==> config.mk <==
export PLATFORM = sky130hd
export DESIGN_NAME = self_verify_ctrl
export DESIGN_NICKNAME = d
export VERILOG_FILES = /design/src/self_check_pkg.sv /design/src/check_stepper.sv /design/src/self_verify_ctrl.sv
export SDC_FILE = /design/constraint.sdc
export NUM_CORES = 1
export LEC_CHECK = 0
export ABC_AREA = 1
export BUFFER_PORTS_ARGS = -buffer_cell sky130_fd_sc_hd__clkbuf_2
export CAP_MARGIN = 25
export CORE_ASPECT_RATIO = 0.9
export CORE_MARGIN = 1.5
export CORE_UTILIZATION = 25
export DETAILED_ROUTE_END_ITERATION = 8
export HOLD_SLACK_MARGIN = 0.08
export PLACE_DENSITY = 0.45
export RECOVER_POWER = 100
export SYNTH_ARGS = -nofsm -noshare
export SYNTH_HDL_FRONTEND = slang
export SYNTH_SLANG_ARGS = --single-unit
==> constraint.sdc <==
create_clock -name clk_in -period 1.7 [get_ports clk_in]
set_clock_uncertainty 0.2 [all_clocks]
set_input_delay 0.34 -clock clk_in [delete_from_list [all_inputs] [get_ports clk_in]]
set_output_delay 0.34 -clock clk_in [all_outputs]
set_load 0.03 [all_outputs]
==> src/self_check_pkg.sv <==
package self_check_pkg;

   // ------------------------------------------------------------
   // instruction codes
   // ------------------------------------------------------------
   localparam logic [15:0] VERIFY_OPCODE = 16'h00c9;
   localparam logic [15:0] TRAP_ENABLE_OPCODE = 16'h0109;
   localparam logic [15:0] TRAP_INHIBIT_OPCODE = 16'h010b;

   // ------------------------------------------------------------
   // recovery interrupt and reset values
   // ------------------------------------------------------------
   localparam logic [15:0] RECOVERY_VECTOR = 16'h0038;
   localparam logic MC_ENABLE_RESET = 1'b1;
   localparam logic [15:0] WORD_ZERO = 16'h0000;

   // ------------------------------------------------------------
   // test table shape
   // ------------------------------------------------------------
   localparam int TEST_ID_W = 8;
   localparam int TEST_COUNT = 8;
   localparam int KIND_W = 3;

   typedef enum logic [2:0] {
      CHECK_CPU_LOGIC,
      CHECK_DATA_REGS,
      CHECK_IO_ADDR,
      CHECK_IO_DATA,
      CHECK_MEM_ADDR,
      CHECK_MEM_DATA,
      CHECK_REG_FILE,
      CHECK_DETECTOR
   } check_kind_type;

   typedef enum logic [1:0] {
      ENTRY_NONE,
      ENTRY_PANEL,
      ENTRY_MCHECK,
      ENTRY_INSTR
   } entry_type;

   // test id to the resource it exercises, fixed in control logic
   function automatic check_kind_type kind_of(input logic [KIND_W-1:0] id);
      return check_kind_type'(id);
   endfunction

endpackage

==> src/check_stepper.sv <==
`timescale 1ns/1ps
module check_stepper #(
   parameter int TEST_COUNT = self_check_pkg::TEST_COUNT,
   parameter int ID_W = self_check_pkg::TEST_ID_W
) (
   input wire logic clk_in,
   input wire logic sys_rst_in,
   input wire logic pass_start_in,
   input wire logic test_done_in,
   input wire logic test_fail_in,
   input wire logic detector_flag_in,
   output logic test_start_out,
   output logic [ID_W-1:0] test_id_out,
   output logic inject_out,
   output logic pass_done_out,
   output logic pass_fail_out,
   output logic [ID_W-1:0] fail_id_out
);

   typedef enum {STEP_IDLE, STEP_ISSUE, STEP_WAIT} step_state_type;

   localparam logic [ID_W-1:0] LAST_ID = ID_W'(TEST_COUNT - 1);
   localparam logic [ID_W-1:0] ID_ZERO = '0;
   localparam logic [ID_W-1:0] ID_ONE = ID_W'(1);

   step_state_type state_q, state_d;
   logic [ID_W-1:0] id_q, id_d, fail_id_q, fail_id_d;
   logic any_fail_q, any_fail_d, done_q, done_d, inject_q, inject_d;
   logic step_fail;

   // ------------------------------------------------------------
   // walk the test table one test at a time
   // ------------------------------------------------------------
   always_comb begin
      state_d = state_q;
      id_d = id_q;
      fail_id_d = fail_id_q;
      any_fail_d = any_fail_q;
      inject_d = inject_q;
      done_d = 1'b0;
      // injection tests pass only when the detector catches the fault
      step_fail = inject_q ? !detector_flag_in : test_fail_in;
      case (state_q)
         STEP_IDLE: begin
         end
         STEP_ISSUE: begin
            inject_d = (self_check_pkg::kind_of(id_q[self_check_pkg::KIND_W-1:0])
                        == self_check_pkg::CHECK_DETECTOR);
            state_d = STEP_WAIT;
         end
         STEP_WAIT: begin
            if (test_done_in) begin
               if (step_fail && !any_fail_q) begin
                  fail_id_d = id_q;
               end
               any_fail_d = any_fail_q | step_fail;
               inject_d = 1'b0;
               if (id_q == LAST_ID) begin
                  done_d = 1'b1;
                  state_d = STEP_IDLE;
               end else begin
                  id_d = id_q + ID_ONE;
                  state_d = STEP_ISSUE;
               end
            end
         end
         default: begin
            state_d = STEP_IDLE;
         end
      endcase
      if (pass_start_in) begin
         id_d = ID_ZERO;
         any_fail_d = 1'b0;
         fail_id_d = ID_ZERO;
         inject_d = 1'b0;
         done_d = 1'b0;
         state_d = STEP_ISSUE;
      end
   end

   always_ff @(posedge clk_in) begin
      if (sys_rst_in) begin
         state_q <= STEP_IDLE;
         id_q <= ID_ZERO;
         fail_id_q <= ID_ZERO;
         any_fail_q <= 1'b0;
         done_q <= 1'b0;
         inject_q <= 1'b0;
      end else begin
         state_q <= state_d;
         id_q <= id_d;
         fail_id_q <= fail_id_d;
         any_fail_q <= any_fail_d;
         done_q <= done_d;
         inject_q <= inject_d;
      end
   end

   assign test_start_out = (state_q == STEP_ISSUE);
   assign test_id_out = id_q;
   assign inject_out = inject_q;
   assign pass_done_out = done_q;
   assign pass_fail_out = any_fail_q;
   assign fail_id_out = fail_id_q;
endmodule

==> src/self_verify_ctrl.sv <==
`timescale 1ns/1ps
// Notes on behaviour
// - start on panel clear, machine check, verify
// - two instructions set and clear check trigger
// - error present keeps normal processing halted, except during a verify instruction
// - transient error resumes on its own
// - clean pass after a failure clears keys, file, interrupts '70
// - solid failure reruns checks forever
// - failing test number shown on lamps
// - verify failure loads test number into A
// - verify all passing skips next instruction
// - without microcode, verify is a no-op
// - checks cover CPU, registers, buses, file
// - injected faults must trip the detectors
// - sequence lives in control store only
module self_verify_ctrl #(
   parameter bit HAS_VERIFY = 1'b1,
   parameter int TEST_COUNT = self_check_pkg::TEST_COUNT,
   parameter int ID_W = self_check_pkg::TEST_ID_W
) (
   input wire logic clk_in,
   input wire logic sys_rst_in,
   input wire logic panel_clear_in,
   input wire logic machine_check_in,
   input wire logic instr_valid_in,
   input wire logic [15:0] instr_word_in,
   input wire logic test_done_in,
   input wire logic test_fail_in,
   input wire logic detector_flag_in,
   output logic test_start_out,
   output logic [ID_W-1:0] test_id_out,
   output logic inject_out,
   output logic halt_out,
   output logic instr_done_out,
   output logic skip_out,
   output logic acc_load_out,
   output logic [15:0] acc_data_out,
   output logic [15:0] panel_lamps_out,
   output logic clear_keys_out,
   output logic clear_regfile_out,
   output logic irq_out,
   output logic [15:0] irq_vector_out,
   output logic mc_enable_out
);

   typedef enum {SEQ_IDLE, SEQ_START, SEQ_WAIT, SEQ_RECOVER} seq_state_type;

   seq_state_type state_q, state_d;
   self_check_pkg::entry_type entry_q, entry_d;
   logic mc_enable_q, mc_enable_d, mc_prev_q;
   logic failed_seen_q, failed_seen_d;
   logic done_q, done_d, skip_q, skip_d, acc_load_q, acc_load_d;
   logic [15:0] acc_data_q, acc_data_d, lamps_q, lamps_d;
   logic clr_q, clr_d, irq_q, irq_d;
   logic pass_done, pass_fail;
   logic [ID_W-1:0] fail_id;
   logic is_verify, is_enable, is_inhibit, mc_rise, run_bad;

   // ------------------------------------------------------------
   // instruction decode and trigger detection
   // ------------------------------------------------------------
   assign is_verify = instr_valid_in && instr_word_in == self_check_pkg::VERIFY_OPCODE;
   assign is_enable = instr_valid_in && instr_word_in == self_check_pkg::TRAP_ENABLE_OPCODE;
   assign is_inhibit = instr_valid_in && instr_word_in == self_check_pkg::TRAP_INHIBIT_OPCODE;
   assign mc_rise = machine_check_in && !mc_prev_q;
   // a pass with the error still standing counts as a failure
   assign run_bad = pass_fail || machine_check_in;

   // ------------------------------------------------------------
   // sequencer
   // ------------------------------------------------------------
   always_comb begin
      state_d = state_q;
      entry_d = entry_q;
      mc_enable_d = mc_enable_q;
      failed_seen_d = failed_seen_q;
      acc_data_d = acc_data_q;
      lamps_d = lamps_q;
      done_d = 1'b0;
      skip_d = 1'b0;
      acc_load_d = 1'b0;
      clr_d = 1'b0;
      irq_d = 1'b0;
      case (state_q)
         SEQ_IDLE: begin
            if (mc_rise && mc_enable_q) begin
               entry_d = self_check_pkg::ENTRY_MCHECK;
               failed_seen_d = 1'b1;
               state_d = SEQ_START;
            end else if (is_verify) begin
               if (HAS_VERIFY) begin
                  entry_d = self_check_pkg::ENTRY_INSTR;
                  state_d = SEQ_START;
               end else begin
                  done_d = 1'b1;
               end
            end else if (is_enable) begin
               mc_enable_d = 1'b1;
               done_d = 1'b1;
            end else if (is_inhibit) begin
               mc_enable_d = 1'b0;
               done_d = 1'b1;
            end
         end
         SEQ_START: begin
            state_d = SEQ_WAIT;
         end
         SEQ_WAIT: begin
            if (pass_done) begin
               if (entry_q == self_check_pkg::ENTRY_INSTR) begin
                  done_d = 1'b1;
                  state_d = SEQ_IDLE;
                  entry_d = self_check_pkg::ENTRY_NONE;
                  if (pass_fail) begin
                     acc_load_d = 1'b1;
                     acc_data_d = 16'(fail_id);
                  end else begin
                     skip_d = 1'b1;
                  end
               end else if (run_bad) begin
                  failed_seen_d = 1'b1;
                  if (pass_fail) begin
                     lamps_d = 16'(fail_id);
                  end
                  state_d = SEQ_START;
               end else if (failed_seen_q) begin
                  clr_d = 1'b1;
                  state_d = SEQ_RECOVER;
               end else begin
                  state_d = SEQ_IDLE;
                  entry_d = self_check_pkg::ENTRY_NONE;
               end
            end
         end
         SEQ_RECOVER: begin
            irq_d = 1'b1;
            failed_seen_d = 1'b0;
            entry_d = self_check_pkg::ENTRY_NONE;
            state_d = SEQ_IDLE;
         end
         default: begin
            state_d = SEQ_IDLE;
         end
      endcase
      if (panel_clear_in) begin
         entry_d = self_check_pkg::ENTRY_PANEL;
         state_d = SEQ_START;
         done_d = 1'b0;
         skip_d = 1'b0;
         acc_load_d = 1'b0;
         clr_d = 1'b0;
         irq_d = 1'b0;
      end
   end

   always_ff @(posedge clk_in) begin
      if (sys_rst_in) begin
         state_q <= SEQ_IDLE;
         entry_q <= self_check_pkg::ENTRY_NONE;
         mc_enable_q <= self_check_pkg::MC_ENABLE_RESET;
         mc_prev_q <= 1'b0;
         failed_seen_q <= 1'b0;
         done_q <= 1'b0;
         skip_q <= 1'b0;
         acc_load_q <= 1'b0;
         acc_data_q <= self_check_pkg::WORD_ZERO;
         lamps_q <= self_check_pkg::WORD_ZERO;
         clr_q <= 1'b0;
         irq_q <= 1'b0;
      end else begin
         state_q <= state_d;
         entry_q <= entry_d;
         mc_enable_q <= mc_enable_d;
         mc_prev_q <= machine_check_in;
         failed_seen_q <= failed_seen_d;
         done_q <= done_d;
         skip_q <= skip_d;
         acc_load_q <= acc_load_d;
         acc_data_q <= acc_data_d;
         lamps_q <= lamps_d;
         clr_q <= clr_d;
         irq_q <= irq_d;
      end
   end

   // ------------------------------------------------------------
   // test walker; its table is fixed logic, no memory fetches
   // ------------------------------------------------------------
   check_stepper #(
      .TEST_COUNT(TEST_COUNT),
      .ID_W(ID_W)
   ) u_stepper (
      .clk_in(clk_in),
      .sys_rst_in(sys_rst_in),
      .pass_start_in(state_q == SEQ_START),
      .test_done_in(test_done_in),
      .test_fail_in(test_fail_in),
      .detector_flag_in(detector_flag_in),
      .test_start_out(test_start_out),
      .test_id_out(test_id_out),
      .inject_out(inject_out),
      .pass_done_out(pass_done),
      .pass_fail_out(pass_fail),
      .fail_id_out(fail_id)
   );

   assign halt_out = (state_q != SEQ_IDLE);
   assign instr_done_out = done_q;
   assign skip_out = skip_q;
   assign acc_load_out = acc_load_q;
   assign acc_data_out = acc_data_q;
   assign panel_lamps_out = lamps_q;
   assign clear_keys_out = clr_q;
   assign clear_regfile_out = clr_q;
   assign irq_out = irq_q;
   assign irq_vector_out = self_check_pkg::RECOVERY_VECTOR;
   assign mc_enable_out = mc_enable_q;
endmodule

**After elaboration in Yosys (flattened, before gate mapping)**

Cells that the tools add are included.

- Add/sub/neg operators: 1
- Equality and inequality tests: 27
- Mux-type cells: 42
- Bitwise gates (word level): 10
- Reduce and logical (&&, ||, !) cells: 36

Operator list:

| kind | count |
|---|---|
| 32-bit one-hot mux with 3 select lines | 2 |
| 32-bit by 2-bit equality test with 1-bit output (second input constant) | 5 |
| 32-bit two-way mux | 4 |
| 32-bit by 1-bit equality test with 1-bit output (second input constant) | 2 |
| 32-bit logical NOT | 2 |
| 16-bit by 9-bit equality test with 1-bit output (second input constant) | 2 |
| 32-bit nonzero test | 1 |
| 1-bit two-way mux | 23 |
| 5-bit AND reduction | 4 |
| 2-bit two-way mux | 9 |
| 16-bit by 8-bit equality test with 1-bit output (second input constant) | 1 |
| 4-bit != test (second input constant) | 3 |
| 2-bit AND reduction | 6 |
| 3-bit != test (second input constant) | 3 |
| 1-bit NOT | 9 |
| 8-bit by 1-bit adder with 8-bit output (second input constant) | 1 |
| 8-bit by 3-bit equality test with 1-bit output (second input constant) | 1 |
| 2-bit != test (second input constant) | 4 |
| 4-bit AND reduction | 2 |
| 1-bit logical AND | 6 |
| 3-bit by 2-bit != test with 1-bit output (second input constant) | 2 |
| 2-bit one-hot mux with 3 select lines | 1 |
| 3-bit AND reduction | 2 |
| 6-bit OR reduction | 1 |
| 14 further kinds | 20 |

- Bits in registers: 109
- Input port bits: 24
- Output and inout port bits: 66

**Depth between registers and ports, before layout**

- Depth after elaboration: 7
- Depth in mapped cells: 10
- Mapped depth without buffers: 10

**Modules after synthesis**

From an unflattened synthesis, not the netlist that was laid out.

- Cell total of the unflattened synthesis: 377
- Area total of the unflattened synthesis: 2660.1 um2

Modules (own cells, without submodules):

| module | instances | cells an instance | area each (um2) | seq. area each (um2) |
|---|---|---|---|---|
| self_verify_ctrl | 1 | 240 | 1646.6 | 560.5 |
| check_stepper | 1 | 137 | 1013.5 | 420.4 |

**Worst setup path before layout**

No wires, ideal clock.

- Path type: flip-flop to flip-flop
- From: register u_stepper.id_q[1] (netlist: u_stepper.test_id_out[1])
- To: register u_stepper.id_q[5] (netlist: u_stepper.test_id_out[5])
- Library setup time: 0.070 ns
- Arrival time: 1.497 ns
- Setup slack: -0.067 ns
- Stages on the path, launching flop included: 10
- Path buffers: 0
- Clock period less this slack: 1.767 ns
- Cell sequence: dfxtp_1 ha_1 nand2_1 inv_1 nand4_1 nand2_1 inv_2 nand4_1 nand2_1 a21oi_1

- Longest elaborated chain between the ends: 3
- Elaborated cells on any way between the ends: 4
- Those cells by class: add/sub (1); eq/ne (1); bitwise (1); reduce/logical (1)

RTL lines:

| what | line | source |
|---|---|---|
| start, declared | check_stepper.sv:27 | `logic [ID_W-1:0] id_q, id_d, fail_id_q, fail_id_d;` |
| start signal, assigned | check_stepper.sv:91 | `id_q <= id_d;` |
| parallel branches: the longest is 3 deep, another holds 8-bit by 1-bit adder with 8-bit output | -- |  |

Parallel ways; which one is timed is not known.
A chain may end at the register's enable or synchronous reset.

**Worst setup path after layout**

- From: register state_q[1]
- To: output halt_out

- Longest elaborated chain between the ends: 1

RTL lines:

| what | line | source |
|---|---|---|
| start, declared | self_verify_ctrl.sv:48 | `seq_state_type state_q, state_d;` |
| start signal, assigned | self_verify_ctrl.sv:171 | `state_q <= state_d;` |
| 32-bit nonzero test | self_verify_ctrl.sv:207 | `assign halt_out = (state_q != SEQ_IDLE);` |
| end, declared | self_verify_ctrl.sv:33 | `output logic halt_out,` |

Every way passes these cells.

==> flow_results.org <==
** Synth
- Main flop type after synthesis :: sky130_fd_sc_hd__dfxtp_1
- By area the synthesized netlist is led by sky130_fd_sc_hd__dfxtp_1 (39%), sky130_fd_sc_hd__buf_4 (10%), sky130_fd_sc_hd__nor2_1 (8.0%).
- Counting flops with an async set or reset pin after synthesis yields a share of 0.
- Number of synthesized register bits :: 49
- Portion of synthesized cell area occupied by the leading cell type :: 0.386
- Counting instances in the post-synthesis netlist gives the leading cell types as sky130_fd_sc_hd__nor2_1 (54), sky130_fd_sc_hd__dfxtp_1 (49), sky130_fd_sc_hd__nand2_1 (45).
- The most common cell in the synthesized netlist is sky130_fd_sc_hd__nor2_1.
- Largest area contributor in the netlist :: sky130_fd_sc_hd__dfxtp_1
- Synth Area per Inst :: approximately 7.3 um^2
- Netlist cell types :: 27
- Yosys printed 0 warnings.
- After technology mapping, the gate count stands at 346.
- EDFF count, synth :: 0
- Proportion of synthesized chip area in sequential cells :: 0.386
- In this run the cell area of the synthesized design comes to 2540 um^2.

** Critical path
- By instance count, the cell type seen most on the critical path is sky130_fd_sc_hd__inv_4.
- Worst R2R Start :: u_stepper.state_q[0]$_SDFFE_PP0P_
- On the critical path, the stage with the largest delay is an instance of sky130_fd_sc_hd__dfxtp_2.
- STA puts the critical path data required time at approximately 1.2 ns.
- Critical path class :: flip-flop to output port
- The worst setup path is captured at an output port.
- Setup slack of the most critical reg-to-reg path :: approximately 0.040 ns
- Arrival time at the worst endpoint :: about 1.2 ns
- Top Family by Delay on Critical Path :: flip-flops
- Cells along the critical path :: buf_6 -> inv_4 -> ha_4 -> inv_4 -> buf_8
- The critical path contains buffers and inverters numbering 4 combined.
- Of all nets on the critical path, the largest fanout is 5.
- On the worst path, the slowest cell contributes a delay of about 0.36 ns.
- Worst Setup SP :: state_q[1]$_SDFFE_PP0P_
- The worst register-to-register path ends at u_stepper.fail_id_out[2]$_SDFFE_PP0P_.
- Worst setup SP type :: flip-flop
- Worst r2r path cells :: 9

** Hold path
- The worst hold path passes through 3 cells.
- The startpoint identified for the worst hold timing path is machine_check_in.
- The path with the worst hold slack has its endpoint at mc_prev_q$_SDFF_PP0_.
- The min-delay analysis places its worst path in the category input port to flip-flop.

** Power
- IR analysis of the VDD net gives a maximum drop of 446 uV.
- Summed over all cells, the static leakage comes to 0.00161 uW.
- P per Cell Area :: about 820 nW/um^2

** CTS
- Clock latency at the later pin of the worst-skew pair :: ~0.29 ns
- The tree is rooted in a sky130_fd_sc_hd__clkbuf_16.
- In this run the deepest clock path goes through 2 buffers.
- Clock-pin slew of the registers on the worst-case setup and hold paths :: 0.07 ns
- Number of sinks handled by clock tree synthesis :: between 40 and 50
- Clock tree from TritonCTS :: yes
- For this design, the CTS-stage hold fixing added 0 buffers.
- CTS HTree Levels :: 2
- Counting the buffers created by CTS gives 5.

** Final layout
- Area added between synthesis and finish :: 32.3%
- The repair_antennas step left the layout with diodes totalling 0.
- Net count, final :: between 400 and 500
- Final instance count without filler cells :: approximately 560
- Of the cells placed in the final design, the portion with a size suffix greater than 1 is 0.313.

** Floorplanning
- Core box area :: 9780 um^2
- Starting Density :: 0.260
- Count of boundary I/O pins :: 90
- Measured along the x axis, the die boundary spans around 110 um.
- The floorplan step defined a die boundary enclosing around 11000 um^2.
- Chip Height :: 98.6 um
- Num rows :: 34

** STA
- Number of setup violations in the final report :: 0
- Unrepaired setup endpoints after global routing :: yes
- Fin. Hold Viols :: 0
- Minimum clock period :: 1.69 ns
- The max-slew violation count is 0.
- Maximum operating frequency :: between 500 and 600 MHz
- Setup total negative slack :: 0 ns
- Dividing the final minimum period by the clock period gives 0.993.

** Routing
- In the final routed layout, each cell accounts on average for roughly 11 um.
- Vias post-DR :: around 2400
- The count of nets left with antenna violations once routing finished came out at 0.
- The first detailed-routing pass took 4 iterations.
- In the routed design, unresolved DRC markers number 0.
- Using the TritonRoute via totals, the vias-per-cell ratio works out to around 4.3.
- The first routing iteration left a little over 100 violations.
- Wires add up to roughly 6300 um.

** Placed design
- Once detailed placement completed, the half-perimeter wirelength came to ~4800 um.
- In this run the tool buffered the top-level ports with between 50 and 60 buffer cells.
- Routability-driven placement finished with a final weighted congestion of about 0.82.
- Number of instances in the placed design :: about 550

** Outcome
- The run finished with clean final reports.

** Global routing
- Number of antenna violations at the first check in global routing :: 0
- The via count of the first global-routing pass is between 2000 and 2500.
- Maximum number of pins on one net before global-route repair :: 19
- For this run, the total global-route usage over all layers was measured as 0.116.
- The first global-routing pass estimated 10000 um of wire.
- The total overflow left after global routing is 0.

** Job
- The tool flagged a number of max-cap violations equal to 0.
==> per-layer routing <==
| layer | vias up | global-route usage | routed length (um) |
|---|---|---|---|
| li1 | 1227 | - | - |
| met3 | 2 | 0.0271 | 330 |
| met4 | 0 | 0.0210 | 24 |
| met1 | 1095 | 0.152 | 3070 |
| met2 | 66 | 0.197 | 2860 |
| met5 | - | 0 | 0 |
==> power by group <==
group	internal (uW)	switching, uW
logic	175	332
clock network	565	480
registers	1180	26.2
total	1920	838
==> registers in the layout, indices dropped and copies added (netlist names), 2 cells and up <==
signal / flops
acc_data_out: 8
entry_q: 2
panel_lamps_out: 8
state_q: 2
u_stepper.fail_id_out: 8
u_stepper.state_q: 2
u_stepper.test_id_out: 8
==> per-stage QoR <==
step           cell area, um^2   util  total power [uW]  hold WS (ns)  setup WS, ns
6_report                  3360  0.344              2760         0.125        0.0125
5_1_grt                   3360  0.344              2890         0.192       -0.0523
4_1_cts                   3220  0.329              2740         0.124       0.00351
3_5_place_dp              3020  0.308              1660         0.257       -0.0369
3_3_place_gp              3020  0.308              1660         0.251       -0.0180
2_1_floorplan             2660      -              1590         0.239        0.0713
==> kinds of logic (layout without fill, tap and decap cells) <==
group	count (synthesis)	in the layout	share of synthesized area
fa+ha+maj	10	10	0.0492
compound gates	66	66	0.143
xor+xnor	2	2	0.00689
flops	49	49	0.386
simple gates	137	137	0.238
buf+inv	80	139	0.174
other cells	2	32	0.00296
==> cells in the final DEF, fill, tap and decap left out, types with 6 or more instances in the layout <==
cell / synthesis / layout
sky130_fd_sc_hd__dfxtp_2: 0 / 6
sky130_fd_sc_hd__nand3_1: 21 / 21
sky130_fd_sc_hd__nor2_1: 54 / 51
sky130_fd_sc_hd__dfxtp_1: 49 / 43
sky130_fd_sc_hd__buf_4: 34 / 26
sky130_fd_sc_hd__o21ai_1: 1 / 7
sky130_fd_sc_hd__conb_1: 2 / 32
sky130_fd_sc_hd__nand4_1: 8 / 8
sky130_fd_sc_hd__clkbuf_2: 0 / 54
sky130_fd_sc_hd__ha_1: 10 / 7
sky130_fd_sc_hd__inv_1: 38 / 31
sky130_fd_sc_hd__nand2_1: 45 / 41
sky130_fd_sc_hd__o21ai_0: 30 / 22
sky130_fd_sc_hd__buf_6: 1 / 6
sky130_fd_sc_hd__a21oi_1: 29 / 27
==> tightest hold or removal path, stage by stage <==
cell	delay (ns)
sky130_fd_sc_hd__clkbuf_2	0.08
sky130_fd_sc_hd__inv_1	0.07
sky130_fd_sc_hd__nor2_1	0.08
==> cell type report <==
class | instances | area [um^2]
Sequential cell | 49 | 988
Clock inverter | 3 | 28.8
Fill cell | 1067 | 6420
Multi-Input combinational cell | 247 | 1330
Inverter | 41 | 168
Timing Repair Buffer | 90 | 564
Tap cell | 126 | 158
Clock buffer | 5 | 125
==> how the worst max path moves through the flow <==
stage	depth (start not counted)	slack [ns]	endpoint
2_1_floorplan	10	0.07	entry_q[0]$_SDFFE_PP0P_
3_3_place_gp	9	-0.02	u_stepper.fail_id_out[2]$_SDFFE_PP0P_
3_5_place_dp	9	-0.04	u_stepper.fail_id_out[2]$_SDFFE_PP0P_
4_1_cts	5	0.004	halt_out
5_1_grt	9	-0.05	u_stepper.fail_id_out[2]$_SDFFE_PP0P_
6_report	5	0.01	halt_out
==> what timing repair did <==
action / in CTS / in global routing
gates resized for setup: 17 / 39
setup endpoints to repair: 9 / 29
setup buffers: 1 / 4
pin swaps: 1 / 8
cloned: 0 / 1
hold endpoints to repair: 0 / 0
No activity file was read; power rests on OpenSTA's default activity.
